`src/pkg/bzs_pkg.sv`:
```
// Purpose: shared constants and helpers for the bipolar transcoder
// Assumes: line symbols travel as {pos,neg} pairs
// Notes:   pattern slots count from the oldest symbol of a zero run
package bzs_pkg;
  // Substitution coding, one active at a time
  typedef enum logic [1:0] {
    CODE_EIGHT = 2'h0,
    CODE_SIX   = 2'h1,
    CODE_FOUR  = 2'h2
  } code_e;

  // Symbol codes {pos,neg}
  localparam logic [1:0] SYM_ZERO  = 2'h0;
  localparam logic [1:0] SYM_MINUS = 2'h1;
  localparam logic [1:0] SYM_PLUS  = 2'h2;
  // Encoder only: plain mark, polarity picked when sent
  localparam logic [1:0] SYM_MARK  = 2'h3;

  // Delay line length and zero-run lengths
  localparam int unsigned LINE_LEN  = 8;
  localparam logic [3:0]  RUN_EIGHT = 4'h8;
  localparam logic [3:0]  RUN_SIX   = 4'h6;
  localparam logic [3:0]  RUN_FOUR  = 4'h4;

  // Pulse slots inside each pattern
  localparam logic [2:0] S8_A = 3'h3;
  localparam logic [2:0] S8_B = 3'h4;
  localparam logic [2:0] S8_C = 3'h6;
  localparam logic [2:0] S8_D = 3'h7;
  localparam logic [2:0] S6_A = 3'h1;
  localparam logic [2:0] S6_B = 3'h2;
  localparam logic [2:0] S6_C = 3'h4;
  localparam logic [2:0] S6_D = 3'h5;
  localparam logic [2:0] S4_B = 3'h0;
  localparam logic [2:0] S4_V = 3'h3;

  // Input buffer shape
  localparam int unsigned FIFO_WIDTH = 1;
  localparam int unsigned FIFO_DEPTH = 16;

  // Zero-run length of a coding
  function automatic logic [3:0] run_len(input code_e c);
    case (c)
      CODE_SIX:  run_len = RUN_SIX;
      CODE_FOUR: run_len = RUN_FOUR;
      default:   run_len = RUN_EIGHT;
    endcase
  endfunction

  // Pulse of a given sign
  function automatic logic [1:0] polar(input logic s_pos);
    polar = s_pos ? SYM_PLUS : SYM_MINUS;
  endfunction

  // Symbol k of the pattern; s_pos is the preceding mark, bform picks B00V
  function automatic logic [1:0] pat_sym(input code_e c, input logic [2:0] k,
                                         input logic s_pos, input logic bform);
    logic [1:0] sp;
    logic [1:0] sn;
    sp = polar(s_pos);
    sn = polar(!s_pos);
    pat_sym = SYM_ZERO;
    case (c)
      CODE_SIX:
        pat_sym = (k == S6_A || k == S6_D) ? sp : (k == S6_B || k == S6_C) ? sn : SYM_ZERO;
      CODE_FOUR:
        pat_sym = (k == S4_V) ? (bform ? sn : sp) : (k == S4_B && bform) ? sn : SYM_ZERO;
      default:
        pat_sym = (k == S8_A || k == S8_D) ? sp : (k == S8_B || k == S8_C) ? sn : SYM_ZERO;
    endcase
  endfunction
endpackage

```
`src/logic/bzs_transcoder.sv`:
```
// Purpose: bipolar zero-substitution encoder and decoder, three codings
// Assumes: one clock, CLK_EN high marks every active cycle
// Notes:   encoder sends one symbol per bit popped from its input FIFO
`timescale 1ns/100ps
`default_nettype none

// Input buffer: flop storage, power-of-two depth
module bzs_fifo
  import bzs_pkg::*;
#(
  parameter int unsigned WIDTH = FIFO_WIDTH,
  parameter int unsigned DEPTH = FIFO_DEPTH
)
(
  input  wire logic             clk,
  input  wire logic             rst_n,
  input  wire logic             en,
  input  wire logic             clr,
  input  wire logic             in_valid,
  output var  logic             in_ready,
  input  wire logic [WIDTH-1:0] in_data,
  output var  logic             out_valid,
  input  wire logic             out_ready,
  output var  logic [WIDTH-1:0] out_data
);
  localparam int unsigned AW = $clog2(DEPTH);
  localparam int unsigned CW = AW + 1;

  logic [DEPTH-1:0][WIDTH-1:0] mem_reg, mem_next;   // Storage
  logic [AW-1:0]               wr_reg, wr_next;     // Write index
  logic [AW-1:0]               rd_reg, rd_next;     // Read index
  logic [CW-1:0]               cnt_reg, cnt_next;   // Fill level
  logic                        rdy_reg, rdy_next;   // Not full
  logic                        push;
  logic                        pop;

  assign in_ready  = rdy_reg;
  assign out_valid = (cnt_reg != '0);
  assign out_data  = mem_reg[rd_reg];

  // Next pointers and level; full is kept as a flop so ready is clean
  always_comb
  begin
    push     = en & in_valid & rdy_reg;
    pop      = en & out_ready & out_valid;
    mem_next = mem_reg;
    wr_next  = wr_reg;
    rd_next  = rd_reg;
    cnt_next = cnt_reg;
    if (clr && en)
    begin
      // Flush drops anything queued
      wr_next  = '0;
      rd_next  = '0;
      cnt_next = '0;
    end
    else
    begin
      if (push)
      begin
        mem_next[wr_reg] = in_data;
        wr_next          = AW'(wr_reg + 1'b1);
      end
      if (pop)
        rd_next = AW'(rd_reg + 1'b1);
      cnt_next = CW'(cnt_reg + CW'(push) - CW'(pop));
    end
    rdy_next = (cnt_next != CW'(DEPTH));
  end

  // Registers only
  always_ff @(posedge clk or negedge rst_n)
  begin
    if (!rst_n)
    begin
      mem_reg <= '0;
      wr_reg  <= '0;
      rd_reg  <= '0;
      cnt_reg <= '0;
      rdy_reg <= 1'b1;
    end
    else
    begin
      mem_reg <= mem_next;
      wr_reg  <= wr_next;
      rd_reg  <= rd_next;
      cnt_reg <= cnt_next;
      rdy_reg <= rdy_next;
    end
  end
endmodule

// Behaviour
// ones alternate polarity, zeros send no pulse
// violation means two same-polarity marks in a row
// eight-zero mode substitutes every run of eight
// eight-zero patterns 000+-0-+ and 000-+0+-
// eight-zero violations at slots four and seven
// six-zero mode substitutes every run of six
// six-zero patterns 0+-0-+ and 0-+0+-
// six-zero violations at slots two and five
// four-zero mode ends pattern with a violation
// odd mark count gives 000V, even B00V
// 000V violation repeats last mark polarity
// B00V pulses equal, opposite the last mark
// three codings selectable, exactly one active
// decoder restores zeros and pulses pattern flag
// decoder flags violations outside valid patterns
// error when both line inputs high together
// delay line holds bits until run known
// track last mark and parity after substitution
// master clear empties counters, lines and flags
module bzs_transcoder
  import bzs_pkg::*;
(
  input  wire logic       SYS_CLK,
  input  wire logic       RSTN,
  input  wire logic       CLK_EN,
  input  wire logic       GLOBAL_CLEAR,
  input  wire logic [1:0] CODE_SEL,
  input  wire logic       NRZ_SERIAL_IN,
  input  wire logic       NRZ_VALID,
  output var  logic       NRZ_READY,
  input  wire logic       LINE_READY,
  output var  logic       POS_LINE_OUT,
  output var  logic       NEG_LINE_OUT,
  output var  logic       LINE_STROBE,
  input  wire logic       POS_LINE_IN,
  input  wire logic       NEG_LINE_IN,
  output var  logic       NRZ_SERIAL_OUT,
  output var  logic       LINE_VIOLATION_FLAG,
  output var  logic       SUBSTITUTION_SEEN_FLAG,
  output var  logic       LINE_ERROR_FLAG
);
  // Pin synchronisers: {pos,neg}, coding select, clear
  logic [1:0] rx_s1_reg, rx_s1_next, rx_s2_reg, rx_s2_next;
  logic [1:0] sel_s1_reg, sel_s1_next, sel_s2_reg, sel_s2_next;
  logic       clr_s1_reg, clr_s1_next, clr_s2_reg, clr_s2_next;
  code_e      mode;          // Active coding
  logic [3:0] rl;            // Run length of active coding
  logic       clr;           // Synchronised master clear

  // Input buffer hookup
  logic       fifo_vld;      // A bit waits
  logic       fifo_bit;      // Oldest bit
  logic       adv;           // Encoder sends a symbol this cycle

  // Encoder state
  logic [LINE_LEN-1:0][1:0] enc_line_reg, enc_line_next;  // Pending symbols
  logic [3:0] zcnt_reg, zcnt_next;     // Zeros seen in a row
  logic       last_reg, last_next;     // Last mark was positive
  logic       par_reg, par_next;       // Odd marks sent since reset or clear
  logic       pos_reg, pos_next;
  logic       neg_reg, neg_next;
  logic       stb_reg, stb_next;
  logic [1:0] etap;                    // Symbol leaving the line
  logic [1:0] send;                    // Resolved symbol
  logic       pol_after;
  logic       par_after;

  // Decoder state: slot = {exempt,pos,neg}
  logic [LINE_LEN-1:0][2:0] dec_line_reg, dec_line_next;
  logic [LINE_LEN-1:0][2:0] win;       // Line after shifting in
  logic       dlast_reg, dlast_next;   // Last received mark positive
  logic       dseen_reg, dseen_next;   // A mark has been received
  logic       nrz_reg, nrz_next;
  logic       viol_reg, viol_next;
  logic       seen_reg, seen_next;
  logic       err_reg, err_next;
  logic [2:0] dtap;
  logic       dnz;
  logic       dpol_after;
  logic       rx_err;
  logic       hit0;
  logic       hit1;

  // one coding from the select; unused code falls back to eight
  assign mode = (sel_s2_reg == 2'h3) ? CODE_EIGHT : code_e'(sel_s2_reg);
  assign rl   = run_len(mode);
  assign clr  = clr_s2_reg;
  assign adv  = CLK_EN & fifo_vld & LINE_READY;

  assign POS_LINE_OUT           = pos_reg;
  assign NEG_LINE_OUT           = neg_reg;
  assign LINE_STROBE            = stb_reg;
  assign NRZ_SERIAL_OUT         = nrz_reg;
  assign LINE_VIOLATION_FLAG    = viol_reg;
  assign SUBSTITUTION_SEEN_FLAG = seen_reg;
  assign LINE_ERROR_FLAG        = err_reg;

  // Buffer between producer and encoder; line driver stall fills it
  bzs_fifo #(.WIDTH(FIFO_WIDTH), .DEPTH(FIFO_DEPTH)) u_fifo (
    .clk       (SYS_CLK),
    .rst_n     (RSTN),
    .en        (CLK_EN),
    .clr       (clr),
    .in_valid  (NRZ_VALID),
    .in_ready  (NRZ_READY),
    .in_data   (NRZ_SERIAL_IN),
    .out_valid (fifo_vld),
    .out_ready (LINE_READY),
    .out_data  (fifo_bit)
  );

  // Synchroniser shifting, frozen with the enable
  always_comb
  begin
    rx_s1_next  = CLK_EN ? {POS_LINE_IN, NEG_LINE_IN} : rx_s1_reg;
    rx_s2_next  = CLK_EN ? rx_s1_reg : rx_s2_reg;
    sel_s1_next = CLK_EN ? CODE_SEL : sel_s1_reg;
    sel_s2_next = CLK_EN ? sel_s1_reg : sel_s2_reg;
    clr_s1_next = CLK_EN ? GLOBAL_CLEAR : clr_s1_reg;
    clr_s2_next = CLK_EN ? clr_s1_reg : clr_s2_reg;
  end

  always_ff @(posedge SYS_CLK or negedge RSTN)
  begin
    if (!RSTN)
    begin
      rx_s1_reg  <= 2'h0;
      rx_s2_reg  <= 2'h0;
      sel_s1_reg <= 2'h0;
      sel_s2_reg <= 2'h0;
      clr_s1_reg <= 1'b0;
      clr_s2_reg <= 1'b0;
    end
    else
    begin
      rx_s1_reg  <= rx_s1_next;
      rx_s2_reg  <= rx_s2_next;
      sel_s1_reg <= sel_s1_next;
      sel_s2_reg <= sel_s2_next;
      clr_s1_reg <= clr_s1_next;
      clr_s2_reg <= clr_s2_next;
    end
  end

  // Encoder: the line is exactly one run long, so when the last zero of a
  // run arrives every earlier symbol has left and polarity is settled
  always_comb
  begin
    enc_line_next = enc_line_reg;
    zcnt_next     = zcnt_reg;
    last_next     = last_reg;
    par_next      = par_reg;
    pos_next      = pos_reg;
    neg_next      = neg_reg;
    stb_next      = 1'b0;
    // tap at run length delays each bit
    etap          = enc_line_reg[3'(rl - 4'h1)];
    // plain mark takes the opposite polarity
    send          = (etap == SYM_MARK) ? polar(!last_reg) : etap;
    // polarity and parity follow what is sent
    pol_after     = (send == SYM_ZERO) ? last_reg : (send == SYM_PLUS);
    par_after     = par_reg ^ (send != SYM_ZERO);
    if (!CLK_EN)
      stb_next = stb_reg;
    else if (clr)
    begin
      // clear delay line, counter, polarity, parity
      enc_line_next = '0;
      zcnt_next     = 4'h0;
      last_next     = 1'b0;
      par_next      = 1'b0;
      pos_next      = 1'b0;
      neg_next      = 1'b0;
    end
    else if (adv)
    begin
      {pos_next, neg_next} = send;
      stb_next      = 1'b1;
      last_next     = pol_after;
      par_next      = par_after;
      enc_line_next = {enc_line_reg[LINE_LEN-2:0], fifo_bit ? SYM_MARK : SYM_ZERO};
      if (fifo_bit)
        zcnt_next = 4'h0;
      else if (zcnt_reg == rl - 4'h1)
      begin
        // full run replaced by its pattern
        zcnt_next = 4'h0;
        for (int k = 0; k < LINE_LEN; k++)
        begin
          // pattern by mode, polarity, parity
          if (4'(k) < rl)
            enc_line_next[3'(rl - 4'(k) - 4'h1)] = pat_sym(mode, 3'(k), pol_after, !par_after);
        end
      end
      else
        zcnt_next = 4'(zcnt_reg + 4'h1);
    end
  end

  // Encoder registers; reset leaves last mark negative so first goes positive
  always_ff @(posedge SYS_CLK or negedge RSTN)
  begin
    if (!RSTN)
    begin
      enc_line_reg <= '0;
      zcnt_reg     <= 4'h0;
      last_reg     <= 1'b0;
      par_reg      <= 1'b0;
      pos_reg      <= 1'b0;
      neg_reg      <= 1'b0;
      stb_reg      <= 1'b0;
    end
    else
    begin
      enc_line_reg <= enc_line_next;
      zcnt_reg     <= zcnt_next;
      last_reg     <= last_next;
      par_reg      <= par_next;
      pos_reg      <= pos_next;
      neg_reg      <= neg_next;
      stb_reg      <= stb_next;
    end
  end

  // Decoder: one received symbol per enabled cycle; patterns are matched on
  // the shifted window and marked exempt so they read as zeros
  always_comb
  begin
    dec_line_next = dec_line_reg;
    dlast_next    = dlast_reg;
    dseen_next    = dseen_reg;
    nrz_next      = nrz_reg;
    viol_next     = viol_reg;
    seen_next     = seen_reg;
    err_next      = err_reg;
    // both lines high is an error, taken as no pulse
    rx_err        = &rx_s2_reg;
    dtap          = dec_line_reg[3'(rl - 4'h1)];
    dnz           = (dtap[1:0] != SYM_ZERO);
    dpol_after    = dnz ? (dtap[1:0] == SYM_PLUS) : dlast_reg;
    win           = {dec_line_reg[LINE_LEN-2:0], {1'b0, rx_err ? SYM_ZERO : rx_s2_reg}};
    hit0          = 1'b1;
    hit1          = 1'b1;
    for (int k = 0; k < LINE_LEN; k++)
    begin
      // compare window with both pattern forms
      if (4'(k) < rl)
      begin
        if (win[3'(rl - 4'(k) - 4'h1)] != {1'b0, pat_sym(mode, 3'(k), dpol_after, 1'b0)})
          hit0 = 1'b0;
        if (win[3'(rl - 4'(k) - 4'h1)] != {1'b0, pat_sym(mode, 3'(k), dpol_after, 1'b1)})
          hit1 = 1'b0;
      end
    end
    if (CLK_EN && clr)
    begin
      // clear decoder line, polarity and flags
      dec_line_next = '0;
      dlast_next    = 1'b0;
      dseen_next    = 1'b0;
      nrz_next      = 1'b0;
      viol_next     = 1'b0;
      seen_next     = 1'b0;
      err_next      = 1'b0;
    end
    else if (CLK_EN)
    begin
      dec_line_next = win;
      if (hit0 | hit1)
      begin
        for (int k = 0; k < LINE_LEN; k++)
        begin
          if (4'(k) < rl)
            dec_line_next[3'(rl - 4'(k) - 4'h1)][2] = 1'b1;
        end
      end
      // exempt slots come out as zeros
      nrz_next   = dnz & !dtap[2];
      // same polarity twice outside a pattern
      viol_next  = dnz & !dtap[2] & dseen_reg & ((dtap[1:0] == SYM_PLUS) == dlast_reg);
      seen_next  = hit0 | hit1;
      err_next   = rx_err;
      dlast_next = dpol_after;
      dseen_next = dseen_reg | dnz;
    end
  end

  // Decoder registers
  always_ff @(posedge SYS_CLK or negedge RSTN)
  begin
    if (!RSTN)
    begin
      dec_line_reg <= '0;
      dlast_reg    <= 1'b0;
      dseen_reg    <= 1'b0;
      nrz_reg      <= 1'b0;
      viol_reg     <= 1'b0;
      seen_reg     <= 1'b0;
      err_reg      <= 1'b0;
    end
    else
    begin
      dec_line_reg <= dec_line_next;
      dlast_reg    <= dlast_next;
      dseen_reg    <= dseen_next;
      nrz_reg      <= nrz_next;
      viol_reg     <= viol_next;
      seen_reg     <= seen_next;
      err_reg      <= err_next;
    end
  end
endmodule

`default_nettype wire

```
`config.mk`:
```
export PLATFORM = sky130hd
export DESIGN_NAME = bzs_transcoder
export DESIGN_NICKNAME = d
export VERILOG_FILES = /design/src/pkg/bzs_pkg.sv /design/src/logic/bzs_transcoder.sv
export SDC_FILE = /design/constraint.sdc
export NUM_CORES = 1
export LEC_CHECK = 0
export BUFFER_PORTS_ARGS = -buffer_cell sky130_fd_sc_hd__buf_2
export CORE_MARGIN = 2
export CORE_UTILIZATION = 44
export DETAILED_ROUTE_END_ITERATION = 10
export GPL_TIMING_DRIVEN = 0
export HOLD_SLACK_MARGIN = 0.08
export PLACE_DENSITY = 0.7
export SYNTH_ARGS = -nofsm -noshare
export SYNTH_HDL_FRONTEND = slang
export SYNTH_HIERARCHICAL = 1
export SYNTH_SLANG_ARGS = --single-unit
```
`constraint.sdc`:
```
create_clock -name SYS_CLK -period 8.1 [get_ports SYS_CLK]
set_clock_uncertainty 0.05 [all_clocks]
set_input_delay 1.215 -clock SYS_CLK [delete_from_list [all_inputs] [get_ports SYS_CLK]]
set_output_delay 1.215 -clock SYS_CLK [all_outputs]
set_load 0.01 [all_outputs]
```
==> flow_metrics.py <==
metrics = {
    "status": {
        "status": "complete, no violations",
    },
    "clock_tree": {
        "numCtsBuffers": 9,
        "clk_latency_ns": 0.35,
        "cts_tree": "yes",
        "cts_root_buffer": "clkbuf_16",
        "htree_num_levels": 3,
        "clk_pin_slew_ns": 0.07,
        "hold_buffers": 0,
        "postCtsSetupRepairBufs": 0,
        "post_cts_resized": 0,
        "numClockSinks": 95,
        "cts_buffer_depth": 2,
    },
    "global_routing": {
        "first_global_vias": 4983,
        "grt.total_usage": 0.224,
        "grt_pass1_wl_um": 25100,
        "grt.overflow.total": 0,
        "antenna_found_initial": 0,
        "grt_max_degree": 63,
    },
    "floorplanning": {
        "rows": 41,
        "die_area_sq_um": 14000,
        "io-pin-count": 19,
        "initial_core_util": 0.453,
        "core-area_sq_um": 12700,
        "fp.dieW_um": 118,
        "die_h_um": 118,
    },
    "synthesis": {
        "synthArstFlopShare": 1.00,
        "yosysUniqueCellTypes": 73,
        "ys.warnings.count": 6,
        "syn_area_per_cell_sq_um": 9.73,
        "synth_seq_cells": 95,
        "synth_edf_count": 0,
        "synthesis.area_sq_um": 5760,
        "ys_seq_area_frac": 0.413,
        "synthCells": 592,
        "synthFlopType": "dfrtp_1",
        "syn-num-nets": 622,
    },
    "route": {
        "routed_via_density": 6.04,
        "wire_per_inst_um": 18.6,
        "wirelength_um": 14900,
        "num_vias": 4825,
        "first_iter_violations": 384,
        "ant_nets": 0,
        "firstDrtPassIters": 5,
        "drc": 0,
    },
    "hold_path": {
        "min_to": "enc_line_reg[4]$_DFFE_PN0P_",
        "hold_class": "reg -> reg",
        "worstHoldStart": "enc_line_reg[4]$_DFFE_PN0P_",
        "min_delay_path_depth": 2,
    },
    "worst_setup_path": {
        "critical_path_class": "reg -> reg",
        "cp-startpoint": "sel_s2_reg[0]$_DFFE_PN0P_",
        "critPathLaunchType": "register",
        "reg2reg_from": "sel_s2_reg[0]$_DFFE_PN0P_",
        "path_max_fanout": 10,
        "rrSetupSlack_ns": 4.21,
        "end_kind": "register",
        "cp_data_arrival_time_ns": 4.12,
        "cp.required_ns": 8.34,
        "reg2reg_depth": 15,
        "r2r-end": "enc_line_reg[4]$_DFFE_PN0P_",
    },
    "placed_design": {
        "routabilityCongestion": 0.917,
        "place.port_buffers": 18,
        "dp_hpwl_um": 10700,
    },
    "final_layout": {
        "largest_reg_flops": 24,
        "final_nets": 652,
        "syn_to_final_growth_pct": 11.1,
        "final_cell_mix": "dfrtp_1, nand2_1, o21ai_0, a21oi_1, mux2_2",
        "final_common_cell": "dfrtp_1",
        "drive_gt1_frac": 0.148,
        "fillCellCount": 1198,
        "n_antenna_cell": 0,
    },
    "timing": {
        "fin_crit_sh": 0.480,
        "maxSlewHeadroom": 0.353,
        "rsz0062_at_grt": "no",
        "timing.hold.ws_ns": 0.416,
        "max_clock_freq_ghz": 0.257,
        "min_period_ns": 3.89,
        "worst_pin_slew_ns": 0.967,
        "hold_viol": 0,
        "slew_violations": 0,
        "setup_violations": 0,
        "tns_ns": 0,
    },
    "job": {
        "maxCapViolCount": 0,
    },
    "power_and_ir_drop": {
        "ir_drop_mv": 0.181,
        "powerDensity_nw_per_um2": 248,
        "leakage_uw": 0.00280,
    },
}
## worst max-delay path, cell delays in order, from the launching register on
cell and delay [ns]:
dfrtp_1 0.41, inv_1 0.12, ha_1 0.41, clkbuf_1 0.45, clkbuf_1 0.48, mux2i_1 0.36, nor2_1 0.10, xor2_1 0.32
ha_1 0.34, inv_1 0.09, nand3_1 0.08, a21oi_1 0.17, a21oi_1 0.06, a21oi_1 0.15, o221ai_1 0.14, nand2_1 0.10
## routing by layer
metal  GRT usage  routed length, um
met1       0.282               6230
met2       0.362               7250
met3      0.0483                892
met4       0.115                520
met5           0                  0
## layout make-up
cell class / count / area, sq um / share of cell area
clock buffers: 11 / 243 / 0.0379
multi-input cells: 432 / 3080 / 0.481
plain buffers: 39 / 206 / 0.0323
flip-flops and latches: 95 / 2380 / 0.372
clock inverters: 5 / 61.3 / 0.00958
inverters: 26 / 97.6 / 0.0153
well taps: 172 / 215 / 0.0336
repair buffers: 19 / 120 / 0.0188
## cells by family after synthesis
kind of cell | synth area share
compound gates | 0.202
simple gates | 0.147
flops | 0.413
buf+inv | 0.0528
mux | 0.123
fa+ha+maj | 0.0426
xor+xnor | 0.0198
## per-stage QoR
step           area [sq um]  std cells  worst slack, ns  power [uW]   util
6_report               6400        799             4.21        1590  0.503
2_1_floorplan          5760        592             4.66        1000      -
4_1_cts                6400        799             4.28        1590  0.503
5_1_grt                6400        799             3.94        1690  0.503
3_3_place_gp           6060        782             4.32        1130  0.477
3_5_place_dp           6090        783             4.30        1150  0.479
## synthesized netlist by cell type (all sizes together), types with 6 or more instances
master	number	share of area
a211oi	6	0.0087
a21o	9	0.012
a21oi	33	0.029
a22o	13	0.020
a22oi	8	0.010
and2	8	0.0091
and3	6	0.0065
buf	14	0.020
clkbuf	25	0.016
dfrtp	94	0.41
ha	18	0.039
inv	25	0.016
mux2	33	0.065
mux2i	20	0.035
mux4	6	0.023
nand2	63	0.041
nand2b	8	0.0087
nand3	16	0.014
nor2	26	0.017
nor2b	6	0.0065
o21ai	50	0.043
o221ai	6	0.0091
o22ai	8	0.0087
or3	6	0.0074
xnor2	6	0.0091
xor2	7	0.011
## how the worst max path moves through the flow
stage	slack, ns	endpoint	depth (start not counted)
3_3_place_gp	4.32	u_fifo/in_ready$_DFF_PN1_	11
4_1_cts	4.28	enc_line_reg[4]$_DFFE_PN0P_	15
2_1_floorplan	4.66	u_fifo/in_ready$_DFF_PN1_	11
3_5_place_dp	4.30	enc_line_reg[4]$_DFFE_PN0P_	15
5_1_grt	3.94	enc_line_reg[4]$_DFFE_PN0P_	15
6_report	4.21	enc_line_reg[4]$_DFFE_PN0P_	15
## power breakdown
part | switching [uW] | internal [uW] | total [uW]
registers | 63.3 | 551 | 614
logic | 308 | 224 | 532
clock network | 189 | 251 | 439
Note: power is estimated with default switching activity, not from simulation.
